==> src/pmd_map.svh <==
// Register offsets, field positions, reset values and decode constants of the move decoder
`ifndef PMD_MAP_SVH
`define PMD_MAP_SVH
`define PMD_OFS_CCR 8'h00
`define PMD_OFS_MODE 8'h04
`define PMD_OFS_IRQ_STAT 8'h08
`define PMD_OFS_IRQ_MASK 8'h0C
`define PMD_OFS_PTR_BASE 8'h20
`define PMD_OFS_OFF_BASE 8'h40
`define PMD_OFS_DREG_BASE 8'h60
`define PMD_BANK_SPAN 8'h20
`define PMD_DREG_SPAN 8'h28
`define PMD_CCR_RESET 8'h00
`define PMD_MODE_RESET 8'h00
`define PMD_PC_RESET 16'h0000
`define PMD_CCR_LIMIT_BIT 6
`define PMD_IRQ_SAT_BIT 0
`define PMD_IRQ_DONE_BIT 1
`define PMD_LONG_TAG 4'h4
`define PMD_EA_ABS 6'h30
`define PMD_SAT_POS 24'h7FFFFF
`define PMD_SAT_NEG 24'h800000
`define PMD_LO_POS 24'hFFFFFF
`define PMD_LO_NEG 24'h000000
`define PMD_X0 4'h0
`define PMD_X1 4'h1
`define PMD_Y0 4'h2
`define PMD_Y1 4'h3
`define PMD_A0 4'h4
`define PMD_A1 4'h5
`define PMD_A2 4'h6
`define PMD_B0 4'h7
`define PMD_B1 4'h8
`define PMD_B2 4'h9
`endif

==> src/pmd_pkg.sv <==
// Types shared by the parallel long and dual move decoder
package pmd_pkg;
   typedef enum logic [4:0] {
      PMD_IDLE = 5'b00001,
      PMD_EXT = 5'b00010,
      PMD_ACC = 5'b00100,
      PMD_REQ = 5'b01000,
      PMD_WB = 5'b10000
   } pmd_fsm_t;
   typedef struct packed {
      logic [15:0] addr;
      logic [23:0] wdata;
      logic we;
      logic re;
   } pmd_mem_req_t;
   typedef struct packed {
      logic [15:0] addr;
      logic [15:0] new_ptr;
      logic upd;
   } pmd_agu_t;
   typedef struct packed {
      logic [23:0] hi;
      logic [23:0] lo;
      logic limited;
   } pmd_lim_t;
   typedef logic [9:0][23:0] pmd_dregs_t;
   typedef struct packed {
      pmd_fsm_t fsm;
      logic [23:0] word;
      logic [15:0] ext;
      logic [15:0] pc;
      logic instr_ready;
      logic [7:0][15:0] ptr;
      logic [7:0][15:0] offs;
      pmd_dregs_t dreg;
      logic [7:0] condition_code_byte;
      logic [7:0] mode;
      logic [1:0] irq_stat;
      logic [1:0] irq_mask;
      logic irq;
      pmd_mem_req_t xreq;
      pmd_mem_req_t yreq;
      logic [7:0] alu_op;
      logic alu_op_valid;
      logic ahb_wr;
      logic [7:0] ahb_addr;
      logic [31:0] hrdata;
      logic hreadyout;
      logic hresp;
   } pmd_core_t;
endpackage

==> src/pmd_agu.sv <==
// Effective address generator for one pointer register
`timescale 1ns/10ps
module pmd_agu
   import pmd_pkg::*;
(
   input wire logic [2:0] mode,
   input wire logic [2:0] rsel,
   input wire logic [15:0] ptr,
   input wire logic [15:0] offs,
   input wire logic [15:0] ext,
   output pmd_agu_t res
);
   // Address and post-update; the offset value is only read, never written back
   always_comb
   begin
      res.addr = ptr;
      res.new_ptr = ptr;
      res.upd = 1'b0;
      case (mode)
         3'b000:
         begin
            res.new_ptr = ptr - offs;
            res.upd = 1'b1;
         end
         3'b001:
         begin
            res.new_ptr = ptr + offs;
            res.upd = 1'b1;
         end
         3'b010:
         begin
            res.new_ptr = ptr - 16'h0001;
            res.upd = 1'b1;
         end
         3'b011:
         begin
            res.new_ptr = ptr + 16'h0001;
            res.upd = 1'b1;
         end
         3'b101: res.addr = ptr + offs; // Indexed, pointer untouched
         3'b110:
         begin
            if (rsel == 3'h0)
               res.addr = ext; // Absolute from extension word
            else
            begin
               res.addr = ptr - 16'h0001;
               res.new_ptr = ptr - 16'h0001;
               res.upd = 1'b1;
            end
         end
         default: res.upd = 1'b0; // No update
      endcase
   end
endmodule // pmd_agu

==> src/pmd_limit.sv <==
// Saturation limiter for one full accumulator used as a move source
`timescale 1ns/10ps
`include "pmd_map.svh"
module pmd_limit
   import pmd_pkg::*;
(
   input wire logic [7:0] ext,
   input wire logic [23:0] hi,
   input wire logic [23:0] lo,
   output pmd_lim_t res
);
   logic in_use;
   // Extension in use when it differs from the sign of the high word
   assign in_use = !((&{ext, hi[23]}) || !(|{ext, hi[23]}));
   // Clamp toward the sign held in the extension
   always_comb
   begin
      res.limited = in_use;
      res.hi = hi;
      res.lo = lo;
      if (in_use)
      begin
         res.hi = ext[7] ? `PMD_SAT_NEG : `PMD_SAT_POS;
         res.lo = ext[7] ? `PMD_LO_NEG : `PMD_LO_POS;
      end
   end
endmodule // pmd_limit

==> src/pmd_move_decoder.sv <==
// Parallel long and dual data move decoder with AHB-Lite register access
//
// Contract
// - Long ea form: bits 23..20 0100, bit18 0, bit14 1, fields as placed.
// - Long short form: bit14 0, bits 13..8 give a six-bit absolute address.
// - ea low bits pick pointer, upper bits pick mode; 110000 means extension address.
// - Pick code chooses register pair; first half to first memory, same address.
// - Long accumulator loads sign-fill extension; split loads also clear low words.
// - Full accumulator source with extension in use stores saturation constant.
// - Any limiting during a move sets the sticky limit bit, others unchanged.
// - Sticky limit bit stays set until software clears it.
// - Dual move moves one word per memory, each side read or write.
// - Dual addresses come from opposite pointer banks, all parallel modes allowed; the code gives each side four: no update, post +offset, post -1, post +1.
// - Arithmetic opcode sits in bits 7..0 of every move instruction.
// - One register may feed arithmetic and move, or both dual sources.
// - Post-modify by offset writes only the pointer; offset stays unchanged.
//
// The register addresses and the AHB-Lite slave port were chosen for this implementation.
`timescale 1ns/10ps
`include "pmd_map.svh"
module pmd_move_decoder
   import pmd_pkg::*;
(
   input wire logic sys_clk,
   input wire logic reset_n,
   input wire logic instr_valid,
   input wire logic [23:0] instr_word,
   output logic instr_ready,
   output logic [15:0] pc,
   output logic [7:0] alu_opcode,
   output logic alu_op_valid,
   output pmd_mem_req_t x_mem,
   input wire logic [23:0] x_mem_rdata,
   output pmd_mem_req_t y_mem,
   input wire logic [23:0] y_mem_rdata,
   input wire logic hsel,
   input wire logic [31:0] haddr,
   input wire logic [1:0] htrans,
   input wire logic hwrite,
   input wire logic [2:0] hsize,
   input wire logic [31:0] hwdata,
   input wire logic hready,
   output logic hreadyout,
   output logic [31:0] hrdata,
   output logic hresp,
   output logic irq
);
   pmd_core_t s;
   pmd_core_t n;
   logic is_long, is_dual, ldir, lea, xdir, ydir, sat_evt, needs_ext;
   logic [2:0] pick, x_mode, x_rsel, y_rsel;
   logic [5:0] eaf;
   logic [1:0] ee, ff;
   logic [15:0] x_addr;
   logic [23:0] x_src, y_src, rx, ry;
   logic [7:0] wp, wo, wd;
   pmd_agu_t agu_x, agu_y;
   pmd_lim_t lim_a, lim_b;

   // Dual-move mode field to common mode code
   function automatic logic [2:0] dual_mode(input logic [1:0] mm);
      dual_mode = (mm == 2'h0) ? 3'b100 : {1'b0, mm};
   endfunction

   // Full accumulator load: sign into extension, low word cleared
   function automatic pmd_dregs_t fill(input pmd_dregs_t d, input logic [3:0] lo_idx,
                                       input logic [23:0] v);
      fill = d;
      fill[lo_idx] = 24'h000000;
      fill[lo_idx + 4'h1] = v;
      fill[lo_idx + 4'h2] = {16'h0000, {8{v[23]}}};
   endfunction

   // Register read mux, unmapped words read zero
   function automatic logic [31:0] rd_mux(input logic [7:0] a, input pmd_core_t c);
      logic [7:0] p;
      logic [7:0] o;
      logic [7:0] d;
      p = a - `PMD_OFS_PTR_BASE;
      o = a - `PMD_OFS_OFF_BASE;
      d = a - `PMD_OFS_DREG_BASE;
      rd_mux = 32'h00000000;
      if (a == `PMD_OFS_CCR)
         rd_mux = {24'h000000, c.condition_code_byte};
      else if (a == `PMD_OFS_MODE)
         rd_mux = {24'h000000, c.mode};
      else if (a == `PMD_OFS_IRQ_STAT)
         rd_mux = {30'h00000000, c.irq_stat};
      else if (a == `PMD_OFS_IRQ_MASK)
         rd_mux = {30'h00000000, c.irq_mask};
      else if (p < `PMD_BANK_SPAN)
         rd_mux = {16'h0000, c.ptr[p[4:2]]};
      else if (o < `PMD_BANK_SPAN)
         rd_mux = {16'h0000, c.offs[o[4:2]]};
      else if (d < `PMD_DREG_SPAN)
         rd_mux = {8'h00, c.dreg[d[5:2]]};
   endfunction

   assign is_long = (s.word[23:20] == `PMD_LONG_TAG) && !s.word[18];
   assign pick = {s.word[19], s.word[17], s.word[16]};
   assign ldir = s.word[15];
   assign lea = s.word[14];
   assign eaf = s.word[13:8];
   assign is_dual = s.word[23];
   assign ydir = s.word[22];
   assign ee = s.word[19:18];
   assign ff = s.word[17:16];
   assign xdir = s.word[15];
   // mode and pointer from ea field
   assign x_mode = is_long ? eaf[5:3] : dual_mode(s.word[12:11]);
   assign x_rsel = is_long ? eaf[2:0] : s.word[10:8];
   // second address from the opposite bank
   assign y_rsel = {~s.word[10], s.word[14:13]};
   // short absolute address when bit14 clear
   assign x_addr = (is_long && !lea) ? {10'h000, eaf} : agu_x.addr;
   // absolute long ea needs the following word
   assign needs_ext = (instr_word[23:20] == `PMD_LONG_TAG) && !instr_word[18] &&
                      instr_word[14] && (instr_word[13:8] == `PMD_EA_ABS);
   assign rx = x_mem_rdata;
   assign ry = y_mem_rdata;
   assign wp = s.ahb_addr - `PMD_OFS_PTR_BASE;
   assign wo = s.ahb_addr - `PMD_OFS_OFF_BASE;
   assign wd = s.ahb_addr - `PMD_OFS_DREG_BASE;

   pmd_agu u_agu_x (
      .mode(x_mode),
      .rsel(x_rsel),
      .ptr(s.ptr[x_rsel]),
      .offs(s.offs[x_rsel]),
      .ext(s.ext),
      .res(agu_x)
   );
   pmd_agu u_agu_y (
      .mode(dual_mode(s.word[21:20])),
      .rsel(y_rsel),
      .ptr(s.ptr[y_rsel]),
      .offs(s.offs[y_rsel]),
      .ext(s.ext),
      .res(agu_y)
   );
   pmd_limit u_lim_a (
      .ext(s.dreg[`PMD_A2][7:0]),
      .hi(s.dreg[`PMD_A1]),
      .lo(s.dreg[`PMD_A0]),
      .res(lim_a)
   );
   pmd_limit u_lim_b (
      .ext(s.dreg[`PMD_B2][7:0]),
      .hi(s.dreg[`PMD_B1]),
      .lo(s.dreg[`PMD_B0]),
      .res(lim_b)
   );

   // Store data selection; sources may repeat freely
   always_comb
   begin
      x_src = 24'h000000;
      y_src = 24'h000000;
      sat_evt = 1'b0;
      if (is_long)
      begin
         // pair halves to first and second memory
         case (pick)
            3'h0: {x_src, y_src} = {s.dreg[`PMD_A1], s.dreg[`PMD_A0]};
            3'h1: {x_src, y_src} = {s.dreg[`PMD_B1], s.dreg[`PMD_B0]};
            3'h2: {x_src, y_src} = {s.dreg[`PMD_X1], s.dreg[`PMD_X0]};
            3'h3: {x_src, y_src} = {s.dreg[`PMD_Y1], s.dreg[`PMD_Y0]};
            3'h4: {x_src, y_src} = {lim_a.hi, lim_a.lo};
            3'h5: {x_src, y_src} = {lim_b.hi, lim_b.lo};
            3'h6: {x_src, y_src} = {lim_a.hi, lim_b.hi};
            default: {x_src, y_src} = {lim_b.hi, lim_a.hi};
         endcase
         // limiting only for full accumulator codes
         case (pick)
            3'h4: sat_evt = !ldir && lim_a.limited;
            3'h5: sat_evt = !ldir && lim_b.limited;
            3'h6, 3'h7: sat_evt = !ldir && (lim_a.limited || lim_b.limited);
            default: sat_evt = 1'b0;
         endcase
      end
      else if (is_dual)
      begin
         // both sides may name the same source
         case (ee)
            2'h0: x_src = s.dreg[`PMD_X0];
            2'h1: x_src = s.dreg[`PMD_X1];
            2'h2: x_src = lim_a.hi;
            default: x_src = lim_b.hi;
         endcase
         case (ff)
            2'h0: y_src = s.dreg[`PMD_Y0];
            2'h1: y_src = s.dreg[`PMD_Y1];
            2'h2: y_src = lim_a.hi;
            default: y_src = lim_b.hi;
         endcase
         sat_evt = (!xdir && ((ee == 2'h2 && lim_a.limited) || (ee == 2'h3 && lim_b.limited))) ||
                   (!ydir && ((ff == 2'h2 && lim_a.limited) || (ff == 2'h3 && lim_b.limited)));
      end
   end

   // Next state: bus slave, sequencer and register file
   always_comb
   begin
      n = s;
      n.alu_op_valid = 1'b0;
      n.hreadyout = 1'b1; // Zero wait states, so the bus never stalls
      n.hresp = 1'b0;
      n.ahb_wr = hsel && htrans[1] && hready && hwrite;
      n.ahb_addr = haddr[7:0];
      if (hsel && htrans[1] && hready && !hwrite)
         n.hrdata = rd_mux(haddr[7:0], s);
      // Data phase write; hardware updates below take priority
      if (s.ahb_wr)
      begin
         if (s.ahb_addr == `PMD_OFS_CCR)
            n.condition_code_byte = hwdata[7:0];
         else if (s.ahb_addr == `PMD_OFS_MODE)
            n.mode = hwdata[7:0];
         else if (s.ahb_addr == `PMD_OFS_IRQ_STAT)
            n.irq_stat = s.irq_stat & ~hwdata[1:0];
         else if (s.ahb_addr == `PMD_OFS_IRQ_MASK)
            n.irq_mask = hwdata[1:0];
         else if (wp < `PMD_BANK_SPAN)
            n.ptr[wp[4:2]] = hwdata[15:0];
         else if (wo < `PMD_BANK_SPAN)
            n.offs[wo[4:2]] = hwdata[15:0];
         else if (wd < `PMD_DREG_SPAN)
            n.dreg[wd[5:2]] = hwdata[23:0];
      end
      case (s.fsm)
         PMD_IDLE:
         begin
            if (instr_valid)
            begin
               n.word = instr_word;
               n.pc = s.pc + 16'h0001;
               n.fsm = needs_ext ? PMD_EXT : PMD_ACC;
               n.instr_ready = needs_ext;
            end
         end
         PMD_EXT:
         begin
            if (instr_valid)
            begin
               n.ext = instr_word[15:0];
               n.pc = s.pc + 16'h0001;
               n.fsm = PMD_ACC;
               n.instr_ready = 1'b0;
            end
         end
         PMD_ACC:
         begin
            n.alu_op = s.word[7:0];
            n.alu_op_valid = 1'b1;
            n.xreq.addr = x_addr;
            n.yreq.addr = is_long ? x_addr : agu_y.addr;
            n.xreq.wdata = x_src;
            n.yreq.wdata = y_src;
            // one access per memory; long moves share ldir, dual sides use xdir and ydir
            if (is_long)
            begin
               n.xreq.we = !ldir;
               n.xreq.re = ldir;
               n.yreq.we = !ldir;
               n.yreq.re = ldir;
            end
            else if (is_dual)
            begin
               n.xreq.we = !xdir;
               n.xreq.re = xdir;
               n.yreq.we = !ydir;
               n.yreq.re = ydir;
            end
            // only the pointer is written back
            if (((is_long && lea) || is_dual) && agu_x.upd)
               n.ptr[x_rsel] = agu_x.new_ptr;
            if (is_dual && agu_y.upd)
               n.ptr[y_rsel] = agu_y.new_ptr;
            // sticky limit flag, set beats a clear
            if (sat_evt)
            begin
               n.condition_code_byte[`PMD_CCR_LIMIT_BIT] = 1'b1;
               n.irq_stat[`PMD_IRQ_SAT_BIT] = 1'b1;
            end
            n.fsm = PMD_REQ;
         end
         PMD_REQ:
         begin
            n.xreq.we = 1'b0;
            n.xreq.re = 1'b0;
            n.yreq.we = 1'b0;
            n.yreq.re = 1'b0;
            n.fsm = PMD_WB;
         end
         default:
         begin
            // long loads; sign fill and clearing only for full accumulator codes
            if (is_long && ldir)
            begin
               case (pick)
                  3'h0: {n.dreg[`PMD_A1], n.dreg[`PMD_A0]} = {rx, ry};
                  3'h1: {n.dreg[`PMD_B1], n.dreg[`PMD_B0]} = {rx, ry};
                  3'h2: {n.dreg[`PMD_X1], n.dreg[`PMD_X0]} = {rx, ry};
                  3'h3: {n.dreg[`PMD_Y1], n.dreg[`PMD_Y0]} = {rx, ry};
                  3'h4:
                  begin
                     n.dreg = fill(n.dreg, `PMD_A0, rx);
                     n.dreg[`PMD_A0] = ry;
                  end
                  3'h5:
                  begin
                     n.dreg = fill(n.dreg, `PMD_B0, rx);
                     n.dreg[`PMD_B0] = ry;
                  end
                  3'h6:
                  begin
                     n.dreg = fill(n.dreg, `PMD_A0, rx);
                     n.dreg = fill(n.dreg, `PMD_B0, ry);
                  end
                  default:
                  begin
                     n.dreg = fill(n.dreg, `PMD_B0, rx);
                     n.dreg = fill(n.dreg, `PMD_A0, ry);
                  end
               endcase
            end
            // distinct dual destinations assumed; second side written last
            if (is_dual && xdir)
            begin
               case (ee)
                  2'h0: n.dreg[`PMD_X0] = rx;
                  2'h1: n.dreg[`PMD_X1] = rx;
                  2'h2: n.dreg = fill(n.dreg, `PMD_A0, rx);
                  default: n.dreg = fill(n.dreg, `PMD_B0, rx);
               endcase
            end
            if (is_dual && ydir)
            begin
               case (ff)
                  2'h0: n.dreg[`PMD_Y0] = ry;
                  2'h1: n.dreg[`PMD_Y1] = ry;
                  2'h2: n.dreg = fill(n.dreg, `PMD_A0, ry);
                  default: n.dreg = fill(n.dreg, `PMD_B0, ry);
               endcase
            end
            n.irq_stat[`PMD_IRQ_DONE_BIT] = 1'b1;
            n.instr_ready = 1'b1;
            n.fsm = PMD_IDLE;
         end
      endcase
      n.irq = |(n.irq_stat & n.irq_mask);
   end

   // State register
   always_ff @(posedge sys_clk or negedge reset_n)
   begin
      if (!reset_n)
      begin
         s <= '0;
         s.fsm <= PMD_IDLE;
         s.instr_ready <= 1'b1;
         s.hreadyout <= 1'b1;
         s.pc <= `PMD_PC_RESET;
         s.condition_code_byte <= `PMD_CCR_RESET;
         s.mode <= `PMD_MODE_RESET;
      end
      else
         s <= n;
   end

   assign instr_ready = s.instr_ready;
   assign pc = s.pc;
   assign alu_opcode = s.alu_op;
   assign alu_op_valid = s.alu_op_valid;
   assign x_mem = s.xreq;
   assign y_mem = s.yreq;
   assign hreadyout = s.hreadyout;
   assign hrdata = s.hrdata;
   assign hresp = s.hresp;
   assign irq = s.irq;
endmodule // pmd_move_decoder

==> config.mk <==
export PLATFORM = sky130hd
export DESIGN_NAME = pmd_move_decoder
export DESIGN_NICKNAME = d
export VERILOG_FILES = /design/src/pmd_pkg.sv /design/src/pmd_agu.sv /design/src/pmd_limit.sv /design/src/pmd_move_decoder.sv
export VERILOG_INCLUDE_DIRS = /design/src /design/src/src
export SDC_FILE = /design/constraint.sdc
export NUM_CORES = 2
export LEC_CHECK = 0
export ABC_CLOCK_PERIOD_IN_PS = 16100
export BUFFER_PORTS_ARGS = -buffer_cell sky130_fd_sc_hd__buf_2
export CAP_MARGIN = 20
export CORE_MARGIN = 1
export CORE_UTILIZATION = 35
export CTS_CLUSTER_SIZE = 30
export DETAILED_ROUTE_END_ITERATION = 12
export HOLD_SLACK_MARGIN = 0.15
export PLACE_DENSITY_LB_ADDON = 0.2
export SYNTH_ARGS = -nofsm -noshare
export SYNTH_HDL_FRONTEND = slang
export SYNTH_SLANG_ARGS = --single-unit
==> constraint.sdc <==
create_clock -name sys_clk -period 16.1 [get_ports sys_clk]
set_input_delay 4.025 -clock sys_clk [delete_from_list [all_inputs] [get_ports sys_clk]]
set_output_delay 4.025 -clock sys_clk [all_outputs]
set_load 0.03 [all_outputs]
==> results.py <==
metrics = {
    "die": {
        "rows": 142,
        "start_util_pct": 35.32,
        "die_x_um": 391.2,
        "die-area_mm2": 0.1531,
        "dieHeight_um": 391.2,
        "io_pins": 292,
        "coreArea_mm2": 0.1501,
    },
    "drt": {
        "vias": 51560,
        "drt-met1-wl_um": 108500,
        "dr_wl_met3_um": 38950,
        "wire_per_inst_um": 33.64,
        "drt_iter0_markers": 7364,
        "detail_route.wirelength_um": 262900,
        "first_pass_iters": 9,
        "wl_met2_um": 102000,
        "vias_per_cell": 6.597,
        "top_layer": "met5",
        "ant_nets": 0,
        "drc": 0,
    },
    "yosys": {
        "synth_area_leaders": "dfrtp_1 33%, mux4_2 7.9%, mux2i_1 7.9%, mux2_2 5.9%, nand2_1 5.2%",
        "synth_area_leader_cell": "dfrtp_1",
        "netlist-cell-type-count": 101,
        "synthTopCellsByCount": "737 x nand2_1, 703 x dfrtp_1, 482 x o21ai_0",
        "syn_area_mm2": 0.05302,
        "syn_area_per_cell_um2": 9.058,
        "yosysMostFrequentCell": "nand2_1",
        "yosysTopAreaCellShare_pct": 33.18,
        "ys_seq_area_share_pct": 33.28,
        "synth-warning-count": 0,
        "synth-seq-cells": 705,
        "postSynthCellCount": 5854,
        "async_reset_ff_share_pct": 100.0,
        "synthFlopType": "dfrtp_1",
        "synth_edf_count": 0,
    },
    "clocking": {
        "path_clk_slew_ns": 0.06,
        "clock_path_buffers": 3,
        "cts_resized": 0,
        "cts_hold_buf": 0,
        "htreeDepth": 3,
        "numCtsBuffers": 89,
        "cts_root_buffer": "clkbuf_16",
        "numClockSinks": 705,
        "clk_latency_ns": 0.73,
        "post-cts-setup-buffer-count": 0,
        "cts_tree": "yes",
    },
    "global_routing": {
        "grt_pass1_wl_um": 367800,
        "overflow": 0,
        "grt_max_degree": 149,
        "grt_usage_pct": 33.48,
        "grt_pass1_vias": 47850,
        "antenna_found_initial": 27,
    },
    "worst_hold_path": {
        "min-delay-path-class": "reg2reg",
    },
    "placement": {
        "place_hpwl_um": 177400,
        "io_buffers": 245,
        "gp_congestion": 1.003,
        "place_inst": 7625,
    },
    "layout": {
        "layout.nets": 5933,
        "final-instance-count-excl-fill": 7815,
        "drive_gt1_share_pct": 20.22,
        "fillers": 15090,
        "syn_to_final_growth_pct": 10.53,
        "seqCellArea_mm2": 0.01767,
        "multiInputGateArea_mm2": 0.03222,
    },
    "status": {
        "outcome": "complete, no violations",
    },
    "sta": {
        "rsz0062_at_grt": "no",
        "fmax_mhz": 132.7,
        "report.final.slew_viol_count": 0,
        "fin_crit_sh_pct": 46.80,
        "hold_viol": 0,
        "setup_viol": 0,
        "holdWs_ns": 0.4640,
        "maxSlewHeadroom_pct": 12.86,
        "tightest_slew_ns": 1.302,
        "setup_tns_ns": 0,
        "skew_ns": 0.03606,
        "fin_crit_ns": 7.535,
    },
    "critical_path": {
        "critPathKind": "in2reg",
        "cp_data_arrival_time_ns": 8.10,
        "cp.required_ns": 16.67,
        "end_kind": "register",
        "crit_path_start_kind": "input port",
        "path_max_fanout": 46,
    },
    "power": {
        "peakVddDrop_mv": 0.1695,
        "finalPower_mw": 15.20,
        "p_sw_mw": 8.291,
        "pwr-share-comb_pct": 64.6,
        "p_per_area_mw_per_mm2": 259.4,
        "internal_power_mw": 6.911,
        "leakage_nw": 24.36,
        "p_clk_share_pct": 14.5,
        "switching_share_pct": 54.54,
        "seqPwrFrac_pct": 20.9,
    },
    "run": {
        "drv_cap": 0,
    },
}
-- per-stage QoR --
step                      setup slack, ns  cell area [um^2]  util [%]
after floorplan                     9.693             53050         -
after global placement              7.916             55250     36.80
after detailed placement            7.909             55350     36.87
after CTS                           8.647             58460     38.94
after global routing                8.327             58590     39.03
final                               8.565             58610     39.04
-- cells in the final DEF (no fill, tap or decap), types with 78 or more instances in the layout --
cell type	Yosys	routed
a21oi_1	383	375
a221o_1	78	78
a221oi_1	91	91
a22oi_1	149	149
buf_2	33	242
buf_4	150	159
clkbuf_16	0	89
dfrtp_1	703	693
inv_1	94	93
mux2_2	276	276
mux2i_1	416	416
mux4_2	185	185
nand2_1	737	732
nand3_1	90	86
nor2_1	397	368
o21ai_0	482	481
o22ai_1	178	177
-- routing by layer --
metal / track usage [%] / vias to the layer above
met1: 45.93 / 25630
met2: 44.40 / 3706
li1: - / 21490
met3: 14.53 / 705
met5: 0.9569 / -
met4: 15.49 / 24
-- path summary, 6_finish.rpt --
| kind | endpoint | from | slack [ns] | depth (start not counted) |
|---|---|---|---|---|
| max in group asynchronous | eaf[0] | reset_n | 9.88 | 4 |
| min in group asynchronous | s[198] | reset_n | 3.21 | 1 |
| worst max register to register | y_mem[41] | eaf[0] | 9.14 | 15 |
| worst max-delay path | hrdata[4] | haddr[3] | 8.57 | 10 |
| worst min-delay path | pc[15] | pc[15] | 0.46 | 1 |
| worst min register to register | pc[15] | pc[15] | 0.46 | 1 |
-- kinds of logic after synthesis --
logic type	after synthesis	synth area share, %
buffers and inverters	761	6.673
AOI/OAI and AO/OA	1825	22.40
DFF	705	33.28
other	2	0.01416
xor gates and xnor gates	99	1.635
and+or+nand+nor	1500	12.33
adders and majority gates	73	1.779
muxes	889	21.90
-- worst max-delay path: stages --
cell and delay [ns]:
clkbuf_8 0.49, buf_4 0.71, buf_4 0.84, mux4_2 0.59, mux2i_1 0.45, o22ai_1 0.30
a21oi_1 0.26, nor2_1 0.06, a21oi_1 0.11, o21ai_0 0.09
-- power groups by stage --
stage          Sequential [mW]  Combinational (mW)  Clock, mW
2_1_floorplan             2.70                6.55          0
3_3_place_gp              3.14                9.30          0
3_5_place_dp              3.15                9.37          0
4_1_cts                   3.12                9.41       2.22
5_1_grt                   3.22                10.3       2.29
6_report                  3.18                9.82       2.20
-- cell type report --
cell class | instances | share of cell area, %
Tap cell | 2016 | 4.304
Inverter | 103 | 0.6661
Clock buffer | 125 | 4.372
Multi-Input combinational cell | 4396 | 54.98
Antenna cell | 12 | 0.05124
Clock inverter | 40 | 0.9393
Sequential cell | 705 | 30.16
Timing Repair Buffer | 418 | 4.530
Power figures use the tool's default switching activity.
